`config.mk`:
```
export PLATFORM = sky130hd
export DESIGN_NAME = dibc_ctrl_flat
export DESIGN_NICKNAME = d
export VERILOG_FILES = /design/src/hdl/dibc_pkg.sv /design/src/hdl/dibc_if.sv /design/src/hdl/dibc_ctrl.sv /design/src/flat_wrapper.sv
export VERILOG_INCLUDE_DIRS = /design/src /design/src/hdl
export SDC_FILE = /design/constraint.sdc
export NUM_CORES = 1
export LEC_CHECK = 0
export BUFFER_PORTS_ARGS = -buffer_cell sky130_fd_sc_hd__buf_4
export CAP_MARGIN = 20
export CORE_ASPECT_RATIO = 1.2
export CORE_MARGIN = 5
export CORE_UTILIZATION = 37
export CTS_CLUSTER_SIZE = 20
export DETAILED_ROUTE_END_ITERATION = 7
export GPL_TIMING_DRIVEN = 0
export MAX_ROUTING_LAYER = met4
export PLACE_DENSITY = 0.62
export SLEW_MARGIN = 25
export SYNTH_ARGS = -nofsm -noshare
export SYNTH_HDL_FRONTEND = slang
export SYNTH_SLANG_ARGS = --single-unit
```
`constraint.sdc`:
```
create_clock -name clk_sys_in -period 2.8 [get_ports clk_sys_in]
set_input_delay 0.42 -clock clk_sys_in [delete_from_list [all_inputs] [get_ports clk_sys_in]]
set_output_delay 0.42 -clock clk_sys_in [all_outputs]
set_load 0.01 [all_outputs]
```
`src/hdl/dibc_map.svh`:
```
`ifndef DIBC_MAP_SVH
`define DIBC_MAP_SVH
`define DIBC_NUM_BANKS 4
`define DIBC_BURST_LENGTH 4
`define DIBC_HALF_BURST 2
`define DIBC_READ_LATENCY 3
`define DIBC_CLK_PERIOD_PS 5000
`define DIBC_ACT_TO_ACCESS_PS 15000
`define DIBC_PRECHARGE_PERIOD_PS 15000
`define DIBC_WRITE_RECOVERY_PS 15000
`define DIBC_WRITE_TO_READ_CYC 1
`define DIBC_CYC_UP(ps) (((ps) + `DIBC_CLK_PERIOD_PS - 1) / `DIBC_CLK_PERIOD_PS)
`define DIBC_ACT_TO_ACCESS_CYC `DIBC_CYC_UP(`DIBC_ACT_TO_ACCESS_PS)
`define DIBC_PRECHARGE_CYC `DIBC_CYC_UP(`DIBC_PRECHARGE_PERIOD_PS)
`define DIBC_WRITE_RECOVERY_CYC `DIBC_CYC_UP(`DIBC_WRITE_RECOVERY_PS)
`define DIBC_WAP_TO_RW_CYC (1 + `DIBC_HALF_BURST + `DIBC_WRITE_RECOVERY_CYC)
`define DIBC_WAP_TO_RD_CONC_CYC (1 + `DIBC_HALF_BURST + `DIBC_WRITE_TO_READ_CYC)
`define DIBC_WAP_TO_WR_CONC_CYC `DIBC_HALF_BURST
`define DIBC_RAP_TO_RD_CYC `DIBC_HALF_BURST
`define DIBC_RAP_TO_WR_CYC (`DIBC_READ_LATENCY + `DIBC_HALF_BURST)
`define DIBC_AP_TO_PA_CYC 1
`define DIBC_RD_AP_EXTRA_CYC 0
`endif

```
`src/hdl/dibc_pkg.sv`:
```
package dibc_pkg;
  typedef enum logic [3:0] {
    DIBC_CMD_DESELECT  = 4'h0,
    DIBC_CMD_NOP       = 4'h1,
    DIBC_CMD_ACTIVE    = 4'h2,
    DIBC_CMD_READ      = 4'h3,
    DIBC_CMD_WRITE     = 4'h4,
    DIBC_CMD_PRECHARGE = 4'h5,
    DIBC_CMD_REFRESH   = 4'h6,
    DIBC_CMD_MODE_SET  = 4'h7,
    DIBC_CMD_TERMINATE = 4'h8
  } dibc_cmd_t;
  typedef enum logic [2:0] {
    DIBC_ST_IDLE       = 3'b000,
    DIBC_ST_ACTIVATING = 3'b001,
    DIBC_ST_ACTIVE     = 3'b010,
    DIBC_ST_READ       = 3'b011,
    DIBC_ST_WRITE      = 3'b100,
    DIBC_ST_READ_AP    = 3'b101,
    DIBC_ST_WRITE_AP   = 3'b110,
    DIBC_ST_PRECHARGE  = 3'b111
  } dibc_state_t;
endpackage

```
`src/hdl/dibc_if.sv`:
```
`timescale 1ns/10ps
interface dibc_if;
  logic       cs_b;
  logic       ras_b;
  logic       cas_b;
  logic       we_b;
  logic       clk_en;
  logic [1:0] bank;
  logic       auto_precharge_flag;
  modport ctrl (output cs_b, output ras_b, output cas_b, output we_b, output clk_en,
                output bank, output auto_precharge_flag);
  modport dev (input cs_b, input ras_b, input cas_b, input we_b, input clk_en,
               input bank, input auto_precharge_flag);
endinterface

```
`src/hdl/dibc_ctrl.sv`:
```
`timescale 1ns/10ps
`include "dibc_map.svh"
module dibc_ctrl
  import dibc_pkg::*;
#(
  parameter bit CONCURRENT_AP = 1'b0
) (
  input  wire logic       clk_sys_in,
  input  wire logic       rst_b_in,
  input  wire logic       clk_en_in,
  input  wire logic       req_valid_in,
  input  wire dibc_cmd_t  req_cmd_in,
  input  wire logic [1:0] req_bank_in,
  input  wire logic       req_ap_in,
  output logic            req_ready_out,
  output logic            req_done_out,
  output logic            mask_out,
  dibc_if.ctrl            link
);
  localparam logic [4:0] ACT_CYC = 5'(`DIBC_ACT_TO_ACCESS_CYC);
  localparam logic [4:0] PRE_CYC = 5'(`DIBC_PRECHARGE_CYC);
  localparam logic [4:0] HALF_CYC = 5'(`DIBC_HALF_BURST);
  localparam logic [4:0] WAP_RW = 5'(`DIBC_WAP_TO_RW_CYC);
  localparam logic [4:0] WAP_RD_C = 5'(`DIBC_WAP_TO_RD_CONC_CYC);
  localparam logic [4:0] WAP_WR_C = 5'(`DIBC_WAP_TO_WR_CONC_CYC);
  localparam logic [4:0] RAP_RD = 5'(`DIBC_RAP_TO_RD_CYC);
  localparam logic [4:0] RAP_WR = 5'(`DIBC_RAP_TO_WR_CYC);
  localparam logic [4:0] AP_PA = 5'(`DIBC_AP_TO_PA_CYC);

  dibc_state_t st_reg [0:3];
  logic [4:0]  busy_reg [0:3];
  logic [4:0]  rd_gap_reg;
  logic [4:0]  wr_gap_reg;
  logic [4:0]  pa_gap_reg;
  logic [4:0]  data_reg;
  logic        all_idle;
  logic        ok;
  logic        take;

  always_comb begin
    all_idle = 1'b1;
    for (int i = 0; i < 4; i++) begin
      if (st_reg[i] != DIBC_ST_IDLE || busy_reg[i] != 5'h0) all_idle = 1'b0;
    end
    case (req_cmd_in)
      DIBC_CMD_ACTIVE:    ok = st_reg[req_bank_in] == DIBC_ST_IDLE && pa_gap_reg == 5'h0;
      DIBC_CMD_PRECHARGE: ok = busy_reg[req_bank_in] == 5'h0 && pa_gap_reg == 5'h0;
      DIBC_CMD_READ:      ok = st_reg[req_bank_in] == DIBC_ST_ACTIVE && rd_gap_reg == 5'h0;
      DIBC_CMD_WRITE:     ok = st_reg[req_bank_in] == DIBC_ST_ACTIVE && wr_gap_reg == 5'h0
                               && data_reg == 5'h0;
      DIBC_CMD_REFRESH,
      DIBC_CMD_MODE_SET:  ok = all_idle;
      DIBC_CMD_TERMINATE: ok = data_reg != 5'h0;
      default:            ok = 1'b1;
    endcase
  end

  assign take = req_valid_in && req_ready_out && ok;

  // per-bank tracking in whole clock periods
  always_ff @(posedge clk_sys_in) begin
    if (!rst_b_in) begin
      for (int i = 0; i < 4; i++) begin
        st_reg[i]   <= DIBC_ST_IDLE;
        busy_reg[i] <= 5'h0;
      end
    end else if (clk_en_in) begin
      for (int i = 0; i < 4; i++) begin
        if (busy_reg[i] > 5'h1) begin
          busy_reg[i] <= busy_reg[i] - 5'h1;
        end else begin
          busy_reg[i] <= 5'h0;
          if (st_reg[i] == DIBC_ST_ACTIVATING) st_reg[i] <= DIBC_ST_ACTIVE;
          if (st_reg[i] == DIBC_ST_PRECHARGE) st_reg[i] <= DIBC_ST_IDLE;
        end
      end
      if (take) begin
        case (req_cmd_in)
          DIBC_CMD_ACTIVE: begin
            st_reg[req_bank_in]   <= DIBC_ST_ACTIVATING;
            busy_reg[req_bank_in] <= ACT_CYC;
          end
          DIBC_CMD_READ, DIBC_CMD_WRITE: begin
            if (req_ap_in) begin
              st_reg[req_bank_in]   <= DIBC_ST_PRECHARGE;
              busy_reg[req_bank_in] <= 5'(WAP_RW + PRE_CYC);
            end
          end
          DIBC_CMD_PRECHARGE: begin
            st_reg[req_bank_in]   <= DIBC_ST_PRECHARGE;
            busy_reg[req_bank_in] <= PRE_CYC;
          end
          default: ;
        endcase
      end
    end
  end

  // cross-bank gaps after auto precharge accesses; data bus gap after every read or write
  always_ff @(posedge clk_sys_in) begin
    if (!rst_b_in) begin
      rd_gap_reg <= 5'h0;
      wr_gap_reg <= 5'h0;
      pa_gap_reg <= 5'h0;
      data_reg   <= 5'h0;
    end else if (clk_en_in) begin
      rd_gap_reg <= (rd_gap_reg != 5'h0) ? rd_gap_reg - 5'h1 : 5'h0;
      wr_gap_reg <= (wr_gap_reg != 5'h0) ? wr_gap_reg - 5'h1 : 5'h0;
      pa_gap_reg <= (pa_gap_reg != 5'h0) ? pa_gap_reg - 5'h1 : 5'h0;
      data_reg   <= (data_reg != 5'h0) ? data_reg - 5'h1 : 5'h0;
      if (take && req_cmd_in == DIBC_CMD_WRITE) begin
        data_reg <= HALF_CYC;
        if (req_ap_in) begin
          rd_gap_reg <= 5'(CONCURRENT_AP ? WAP_RD_C - 5'h1 : WAP_RW - 5'h1);
          wr_gap_reg <= 5'(CONCURRENT_AP ? WAP_WR_C - 5'h1 : WAP_RW - 5'h1);
          pa_gap_reg <= 5'(AP_PA - 5'h1);
        end
      end else if (take && req_cmd_in == DIBC_CMD_READ) begin
        data_reg <= 5'(RAP_WR - 5'h1);
        if (req_ap_in) begin
          rd_gap_reg <= 5'(RAP_RD - 5'h1);
          wr_gap_reg <= 5'(RAP_WR - 5'h1);
          pa_gap_reg <= 5'(AP_PA - 5'h1);
        end
      end else if (take && req_cmd_in == DIBC_CMD_TERMINATE) begin
        data_reg <= 5'h0;
      end
    end
  end

  // pin drive; idle cycles present as deselect with clock enable high
  always_ff @(posedge clk_sys_in) begin
    if (!rst_b_in) begin
      link.cs_b                <= 1'b1;
      link.ras_b               <= 1'b1;
      link.cas_b               <= 1'b1;
      link.we_b                <= 1'b1;
      link.clk_en              <= 1'b0;
      link.bank                <= 2'h0;
      link.auto_precharge_flag <= 1'b0;
      req_ready_out            <= 1'b0;
      req_done_out             <= 1'b0;
      mask_out                 <= 1'b0;
    end else if (clk_en_in) begin
      link.clk_en   <= 1'b1;
      req_ready_out <= link.clk_en;
      req_done_out  <= take;
      // read while data_reg still runs from an earlier write or read raises mask_out
      mask_out      <= take && req_cmd_in == DIBC_CMD_READ && data_reg != 5'h0;
      link.cs_b     <= !take;
      link.bank     <= req_bank_in;
      link.auto_precharge_flag <= req_ap_in;
      case (take ? req_cmd_in : DIBC_CMD_NOP)
        DIBC_CMD_ACTIVE:    {link.ras_b, link.cas_b, link.we_b} <= 3'b011;
        DIBC_CMD_READ:      {link.ras_b, link.cas_b, link.we_b} <= 3'b101;
        DIBC_CMD_WRITE:     {link.ras_b, link.cas_b, link.we_b} <= 3'b100;
        DIBC_CMD_PRECHARGE: {link.ras_b, link.cas_b, link.we_b} <= 3'b010;
        DIBC_CMD_REFRESH:   {link.ras_b, link.cas_b, link.we_b} <= 3'b001;
        DIBC_CMD_MODE_SET:  {link.ras_b, link.cas_b, link.we_b} <= 3'b000;
        DIBC_CMD_TERMINATE: {link.ras_b, link.cas_b, link.we_b} <= 3'b110;
        default:            {link.ras_b, link.cas_b, link.we_b} <= 3'b111;
      endcase
    end
  end
endmodule

```
`src/flat_wrapper.sv`:
```
// flat-port wrapper written by rule: the top's interface ports become plain ports
module dibc_ctrl_flat import dibc_pkg::*;
#(
  parameter bit CONCURRENT_AP = 1'b0
)
  (clk_sys_in, rst_b_in, clk_en_in, req_valid_in, req_cmd_in, req_bank_in, req_ap_in, req_ready_out, req_done_out, mask_out, link_cs_b, link_ras_b, link_cas_b, link_we_b, link_clk_en, link_bank, link_auto_precharge_flag);
  dibc_if link_i ();
  input  wire logic clk_sys_in;
  input  wire logic rst_b_in;
  input  wire logic clk_en_in;
  input  wire logic req_valid_in;
  input  wire dibc_cmd_t req_cmd_in;
  input  wire logic [1:0] req_bank_in;
  input  wire logic req_ap_in;
  output logic req_ready_out;
  output logic req_done_out;
  output logic mask_out;
  output wire logic [$bits(link_i.cs_b)-1:0] link_cs_b;
  output wire logic [$bits(link_i.ras_b)-1:0] link_ras_b;
  output wire logic [$bits(link_i.cas_b)-1:0] link_cas_b;
  output wire logic [$bits(link_i.we_b)-1:0] link_we_b;
  output wire logic [$bits(link_i.clk_en)-1:0] link_clk_en;
  output wire logic [$bits(link_i.bank)-1:0] link_bank;
  output wire logic [$bits(link_i.auto_precharge_flag)-1:0] link_auto_precharge_flag;
  assign link_cs_b = link_i.cs_b;
  assign link_ras_b = link_i.ras_b;
  assign link_cas_b = link_i.cas_b;
  assign link_we_b = link_i.we_b;
  assign link_clk_en = link_i.clk_en;
  assign link_bank = link_i.bank;
  assign link_auto_precharge_flag = link_i.auto_precharge_flag;
  dibc_ctrl #(.CONCURRENT_AP(CONCURRENT_AP)) u_core (.clk_sys_in(clk_sys_in), .rst_b_in(rst_b_in), .clk_en_in(clk_en_in), .req_valid_in(req_valid_in), .req_cmd_in(req_cmd_in), .req_bank_in(req_bank_in), .req_ap_in(req_ap_in), .req_ready_out(req_ready_out), .req_done_out(req_done_out), .mask_out(mask_out), .link(link_i));
endmodule
```
==> flow_summary.yaml, run 1 <==
layout:
  largest_reg_flops: 20
  area_growth_pct: 16.6
  drive_gt1_frac: 0.140
  final_cells: 606
  finalNetCount: 505
  fillerInstances: 979
  diodes: 0
timing:
  tns_ns: 0
  worst_pin_slew_ns: 0.757
  hold_viol_final: 0
  timing.final.crit_share: 0.935
  holdWs_ns: 0.370
  period_needed_ns: 2.62
  rsz0062_at_grt: "no"
  max_freq_mhz: 382
  maxSlewViolCount: 0
  finalSetupViolCount: 0
  skew_ns: 0.0115
  worst_slack_ns: 0.182
  maxSlewHeadroom: 0.495
clocking:
  clock_latency_ns: 0.34
  clk_pin_slew_ns: 0.06
  ctsHoldBuffers: 0
  clock_sinks: 63
  cts_tree: "yes"
  h-tree-depth: 3
  cts_buffer_depth: 2
  cts-root-buf: "clkbuf_16"
  cts_setup_buffers: 0
  numCtsBuffers: 9
critical_path:
  cp_top_family: "compound AO/OA/AOI/OAI gates"
  required_ns: 2.87
  cp_slowest_cell: "o211ai_4"
  crit_type: "flip-flop to flip-flop"
  critical_path.max_fanout: 10
  crit_buf_inv: 2
  crit_path_end_kind: "flip-flop"
  startpoint_type: "flip-flop"
  arrival_ns: 2.69
  cp_common_cell: "o31ai_1"
  slowest_delay_ns: 0.38
  cp_cell_sequence: "inv_1 -> ha_1 -> nor4b_2 -> o2bb2ai_1 -> o31ai_1 -> a21o_1 -> buf_6 -> o211ai_4 -> a21o_2 -> o31ai_1"
synth:
  synth_area_sq_um: 3820
  synthCells: 444
  yosysSeqAreaShare: 0.372
  yosys.area.top_type: "dfxtp_1"
  synth_edf_count: 16
  synth.avg_cell_area_sq_um: 8.61
  yosys.area.top_type_share: 0.246
  synthTopCellsByCount: "nand2_1, nor2_1, dfxtp_1"
  synth.area.top_cells: "dfxtp_1, edfxtp_1, ha_1"
  synth_ff_type: "dfxtp_1"
  synth_seq_cells: 63
  synth_nets: 474
  synth_warnings: 0
  async_flop_share: 0
  yosysUniqueCellTypes: 62
  synth.most_common_cell: "nand2_1"
floorplan:
  rows: 40
  die_h_um: 121
  ios: 22
  die-width_um: 103
  start_util: 0.380
  core_area_sq_um: 10100
  die_area_sq_um: 12500
routing:
  wl_per_cell_um: 16.5
  routed_wl_um: 10000
  routed-via-count: 3401
  drtAntennaViolNets: 0
  via_per_inst: 5.61
  drc: 0
  dr.pass1.iters: 7
  drtIter0Drc: 226
grt:
  grt_pass1_wl_um: 16200
  grt_antenna_before_repair: 0
  grt_use_total: 0.173
  grt_pass1_vias: 3201
  grt_max_degree: 12
  grt_overflow: 0
placement:
  pre_cts_ws_ns: -0.0335
  port_buffers: 20
  place_congestion: 0.884
  dp_cells: 590
  dp_hpwl_um: 7290
worst_hold_path:
  min_path_type: "primary input to flip-flop"
pwr:
  power_frac_clock: 0.308
  ir_worst_vdd_v: 0.000356
  p_leak_nw: 1.71
  switching_share: 0.351
  power_switching_mw: 1.28
  power_density_nw_per_um2: 823
  p_seq_frac: 0.362
  total_power_mw: 3.67
  power.internal_mw: 2.38
  pwr-share-comb: 0.330
run_status:
  status: "complete, no violations"
run:
  cap_violations: 0
layout by cell type (no fill, tap or decap), types with 7 or more instances in the layout:
| master | count |
|---|---|
| edfxtp_1 | 16 |
| nor3_1 | 17 |
| nand2b_1 | 7 |
| dfxtp_1 | 47 |
| mux2i_1 | 7 |
| clkbuf_1 | 7 |
| a31oi_1 | 14 |
| a21oi_1 | 11 |
| nand2_1 | 60 |
| nand3_1 | 12 |
| clkbuf_16 | 10 |
| ha_1 | 19 |
| inv_1 | 28 |
| buf_4 | 21 |
| nor2_1 | 52 |
| nor2b_1 | 7 |
| o21ai_1 | 17 |
| o21ai_0 | 13 |
cell type report:
| cell class | count | area, sq um | share of cell area |
|---|---|---|---|
| Clock buffer | 14 | 295 | 0.0663 |
| Timing Repair Buffer | 20 | 150 | 0.0337 |
| Multi-Input combinational cell | 333 | 2200 | 0.494 |
| Inverter | 29 | 109 | 0.0244 |
| Tap cell | 126 | 158 | 0.0354 |
| Buffer | 19 | 111 | 0.0250 |
| Sequential cell | 63 | 1420 | 0.319 |
| Clock inverter | 2 | 10.0 | 0.00225 |
through the flow:
stage                     area [sq um]  utilization
after floorplan                   3820            -
after global placement            4130        0.410
after detailed placement          4130        0.410
after CTS                         4430        0.441
after global routing              4460        0.443
final                             4460        0.443
power groups by stage:
| stage | logic (mW) | registers (mW) | clock network, mW |
|---|---|---|---|
| after global placement | 1.16 | 1.33 | 0 |
| after floorplan | 0.936 | 1.29 | 0 |
| after detailed placement | 1.19 | 1.34 | 0 |
| after global routing | 1.37 | 1.35 | 1.18 |
| after CTS | 1.20 | 1.32 | 1.14 |
| final | 1.21 | 1.33 | 1.13 |
timing repair:
| action | CTS | global route |
|---|---|---|
| resized for setup | 0 | 5 |
| hold endpoints to repair | 0 | 0 |
| setup endpoints to repair | 0 | 13 |
logic make-up after synthesis:
| kind of cell | count (synthesis) | share of synthesized area |
|---|---|---|
| flip-flops | 63 | 0.372 |
| AND/OR/NAND/NOR | 191 | 0.250 |
| multiplexers | 9 | 0.0272 |
| adder cells (fa/ha/maj) | 19 | 0.0622 |
| AO/OA/AOI/OAI | 102 | 0.203 |
| XOR/XNOR | 12 | 0.0275 |
| buffers and inverters | 48 | 0.0576 |
routing by layer:
layer / up-vias / global-route usage / part of all wire
met5: - / - / 0
li1: 1658 / - / -
met4: 0 / 0.0704 / 0.027
met2: 87 / 0.265 / 0.48
met3: 24 / 0.0483 / 0.046
met1: 1632 / 0.216 / 0.44
path summary, 6_finish.rpt:
| kind | from | slack (ns) | depth (start not counted) | end |
|---|---|---|---|---|
| worst min-delay path | rst_b_in | 0.37 | 3 | u_core.pa_gap_reg[4] |
| worst min register to register | u_core.pa_gap_reg[4] | 0.44 | 2 | u_core.pa_gap_reg[4] |
| worst max register to register | u_core.data_reg[0] | 0.18 | 10 | u_core.st_reg[0][1] |
| worst max-delay path | u_core.data_reg[0] | 0.18 | 10 | u_core.st_reg[0][1] |
worst register-to-register path, stage by stage (launching register included):
cell,delay (ns)
dfxtp_1,0.33
inv_1,0.09
ha_1,0.13
nor4b_2,0.37
o2bb2ai_1,0.23
o31ai_1,0.14
a21o_1,0.18
buf_6,0.16
o211ai_4,0.38
a21o_2,0.26
o31ai_1,0.09
Note: power is estimated with default switching activity, not from simulation.
==> inputs of run 2 (changes only) <==
- clock period: 2.8 -> 3.31 ns (I/O delays scaled with it)
==> run 2 against run 1 <==
  * Setup slack gained 0.34 ns
  * Power shrank 16%
  * Non-clock buffer count is the same
  * Critical endpoint is now u_core.busy_reg[3][1]
  * Sequential share of layout area grew 0.15 points
  * Largest cell class unchanged
  * Highest routed layer unchanged
  * Largest power group unchanged
  * Routed wire length shrank 0.77%
  * Clock skew is essentially flat
  * Critical path depth is the same
  * Clock power shrank 16%
==> flow_summary.yaml, run 2 (same netlist as run 1, synthesis figures left out) <==
clocking:
  cts_tree: "yes"
  h-tree-depth: 3
  clock_sinks: 63
  ctsHoldBuffers: 0
  clk_pin_slew_ns: 0.06
  cts_buffer_depth: 2
  cts-root-buf: "clkbuf_16"
  numCtsBuffers: 9
  cts_setup_buffers: 0
  ctsResizeCount: 0
  clock_latency_ns: 0.34
worst_hold_path:
  hold-path-cell-count: 2
  hold-path-endpoint: "u_core.pa_gap_reg[4]"
  min_path_type: "flip-flop to flip-flop"
  hold_start: "u_core.pa_gap_reg[4]"
timing:
  period_needed_ns: 2.79
  timing.final.crit_share: 0.842
  finalSetupViolCount: 0
  max_freq_mhz: 359
  skew_ns: 0.0114
  maxSlewHeadroom: 0.494
  maxSlewViolCount: 0
  tns_ns: 0
  rsz0062_at_grt: "no"
  worst_slack_ns: 0.524
  worst_pin_slew_ns: 0.759
  hold_viol_final: 0
layout:
  area_growth_pct: 16.0
  largest_reg_flops: 20
  drive_gt1_frac: 0.131
  diodes: 0
  multi_input_area_sq_um: 2180
  final_cell_mix: "nand2_1, nor2_1, dfxtp_1"
  final_cells: 606
  ff_latch_area_sq_um: 1420
  finalNetCount: 505
  fin_util: 0.441
  fillerInstances: 981
  final_common_cell: "nand2_1"
placement:
  pre_cts_ws_ns: 0.400
  dp_cells: 590
  port_buffers: 20
  dp_hpwl_um: 7290
  place_congestion: 0.884
critical_path:
  critical_path.max_fanout: 10
  reg2reg_depth: 10
  slowest_delay_ns: 0.43
  crit_buf_inv: 2
  r2r_setup_slack_ns: 0.52
  cp_cell_sequence: "inv_1 -> ha_1 -> nor4b_1 -> nand4_1 -> o31ai_1 -> a21o_1 -> buf_6 -> o211ai_4 -> nor2_1 -> o21ai_1"
  crit_path_end_kind: "flip-flop"
  cp_slowest_cell: "edfxtp_1"
  crit_type: "flip-flop to flip-flop"
  arrival_ns: 2.86
  startpoint_type: "flip-flop"
  r2r-end: "u_core.busy_reg[3][1]"
  r2r_start: "u_core.busy_reg[1][1]"
  cp_top_family: "simple AND/OR/NAND/NOR gates"
  required_ns: 3.38
grt:
  grt_pass1_wl_um: 16200
  grt_use_total: 0.173
  grt_antenna_before_repair: 0
  grt_pass1_vias: 3201
  grt_max_degree: 12
  grt_overflow: 0
floorplan:
  die-width_um: 103
  start_util: 0.380
  core_area_sq_um: 10100
  ios: 22
  die_h_um: 121
  die_area_sq_um: 12500
  rows: 40
routing:
  drtAntennaViolNets: 0
  wl_per_cell_um: 16.4
  routed_wl_um: 9920
  dr.pass1.iters: 8
  drc: 0
  drtIter0Drc: 219
  via_per_inst: 5.56
  routed-via-count: 3369
pwr:
  power_switching_mw: 1.08
  power.internal_mw: 2.00
  power_frac_clock: 0.309
  p_seq_frac: 0.363
  total_power_mw: 3.08
  ir_worst_vdd_v: 0.000301
  pwr-share-comb: 0.328
  switching_share: 0.350
  power_density_nw_per_um2: 695
  p_leak_nw: 1.70
run:
  cap_violations: 0
run_status:
  status: "complete, no violations"
-- run 2: changes by cell type in the layout (fill, tap and decap cells not counted) --
cell,delta
nor2_2,-1
a21o_1,+1
a21o_2,-1
nor4b_1,+1
nor2_1,+1
nor4b_4,-1
or2_1,+1
or2_4,-1
-- run 2: routing by layer --
metal | global-route usage | routed length (um)
met1 | 0.216 | 4390
met2 | 0.265 | 4760
met3 | 0.0483 | 506
met4 | 0.0704 | 267
met5 | - | 0
-- run 2: worst reg2reg max path, stage by stage (launching register included) --
cell and delay (ns):
edfxtp_1 0.43, inv_1 0.12, ha_1 0.16, nor4b_1 0.32
nand4_1 0.16, o31ai_1 0.30, a21o_1 0.14, buf_6 0.18
o211ai_4 0.17, nor2_1 0.42, o21ai_1 0.12
-- run 2: final cells by class --
cell class	instances	area share
clock inverter	2	0.00226
inverter	29	0.0245
clock buffer	14	0.0666
multi-input combinational	333	0.492
tap	126	0.0356
buffer	19	0.0251
sequential	63	0.321
timing repair buffer	20	0.0339
-- run 2: worst max-delay path by stage --
stage / start / end / cells after the start
floorplan: req_bank_in[1] / u_core.st_reg[0][1] / 9
global placement: req_cmd_in[2] / u_core.busy_reg[1][3] / 10
detailed placement: req_bank_in[1] / u_core.busy_reg[1][3] / 10
CTS: u_core.busy_reg[1][1] / u_core.busy_reg[3][1] / 10
global route: u_core.wr_gap_reg[0] / u_core.busy_reg[2][1] / 10
finish: u_core.busy_reg[1][1] / u_core.busy_reg[3][1] / 10
-- run 2: power groups by stage --
stage / registers (mW) / logic, mW / clock network [mW]
detailed placement: 1.13 / 1.01 / 0
finish: 1.12 / 1.01 / 0.951
global route: 1.14 / 1.15 / 1.00
CTS: 1.12 / 1.01 / 0.964
global placement: 1.12 / 0.980 / 0
floorplan: 1.09 / 0.792 / 0
-- run 2: stage by stage --
stage / instance area (sq um) / hold slack [ns]
final: 4430 / 0.441
after CTS: 4430 / 0.439
after global placement: 4130 / 0.426
after global routing: 4430 / 0.474
after detailed placement: 4130 / 0.428
after floorplan: 3820 / 0.412
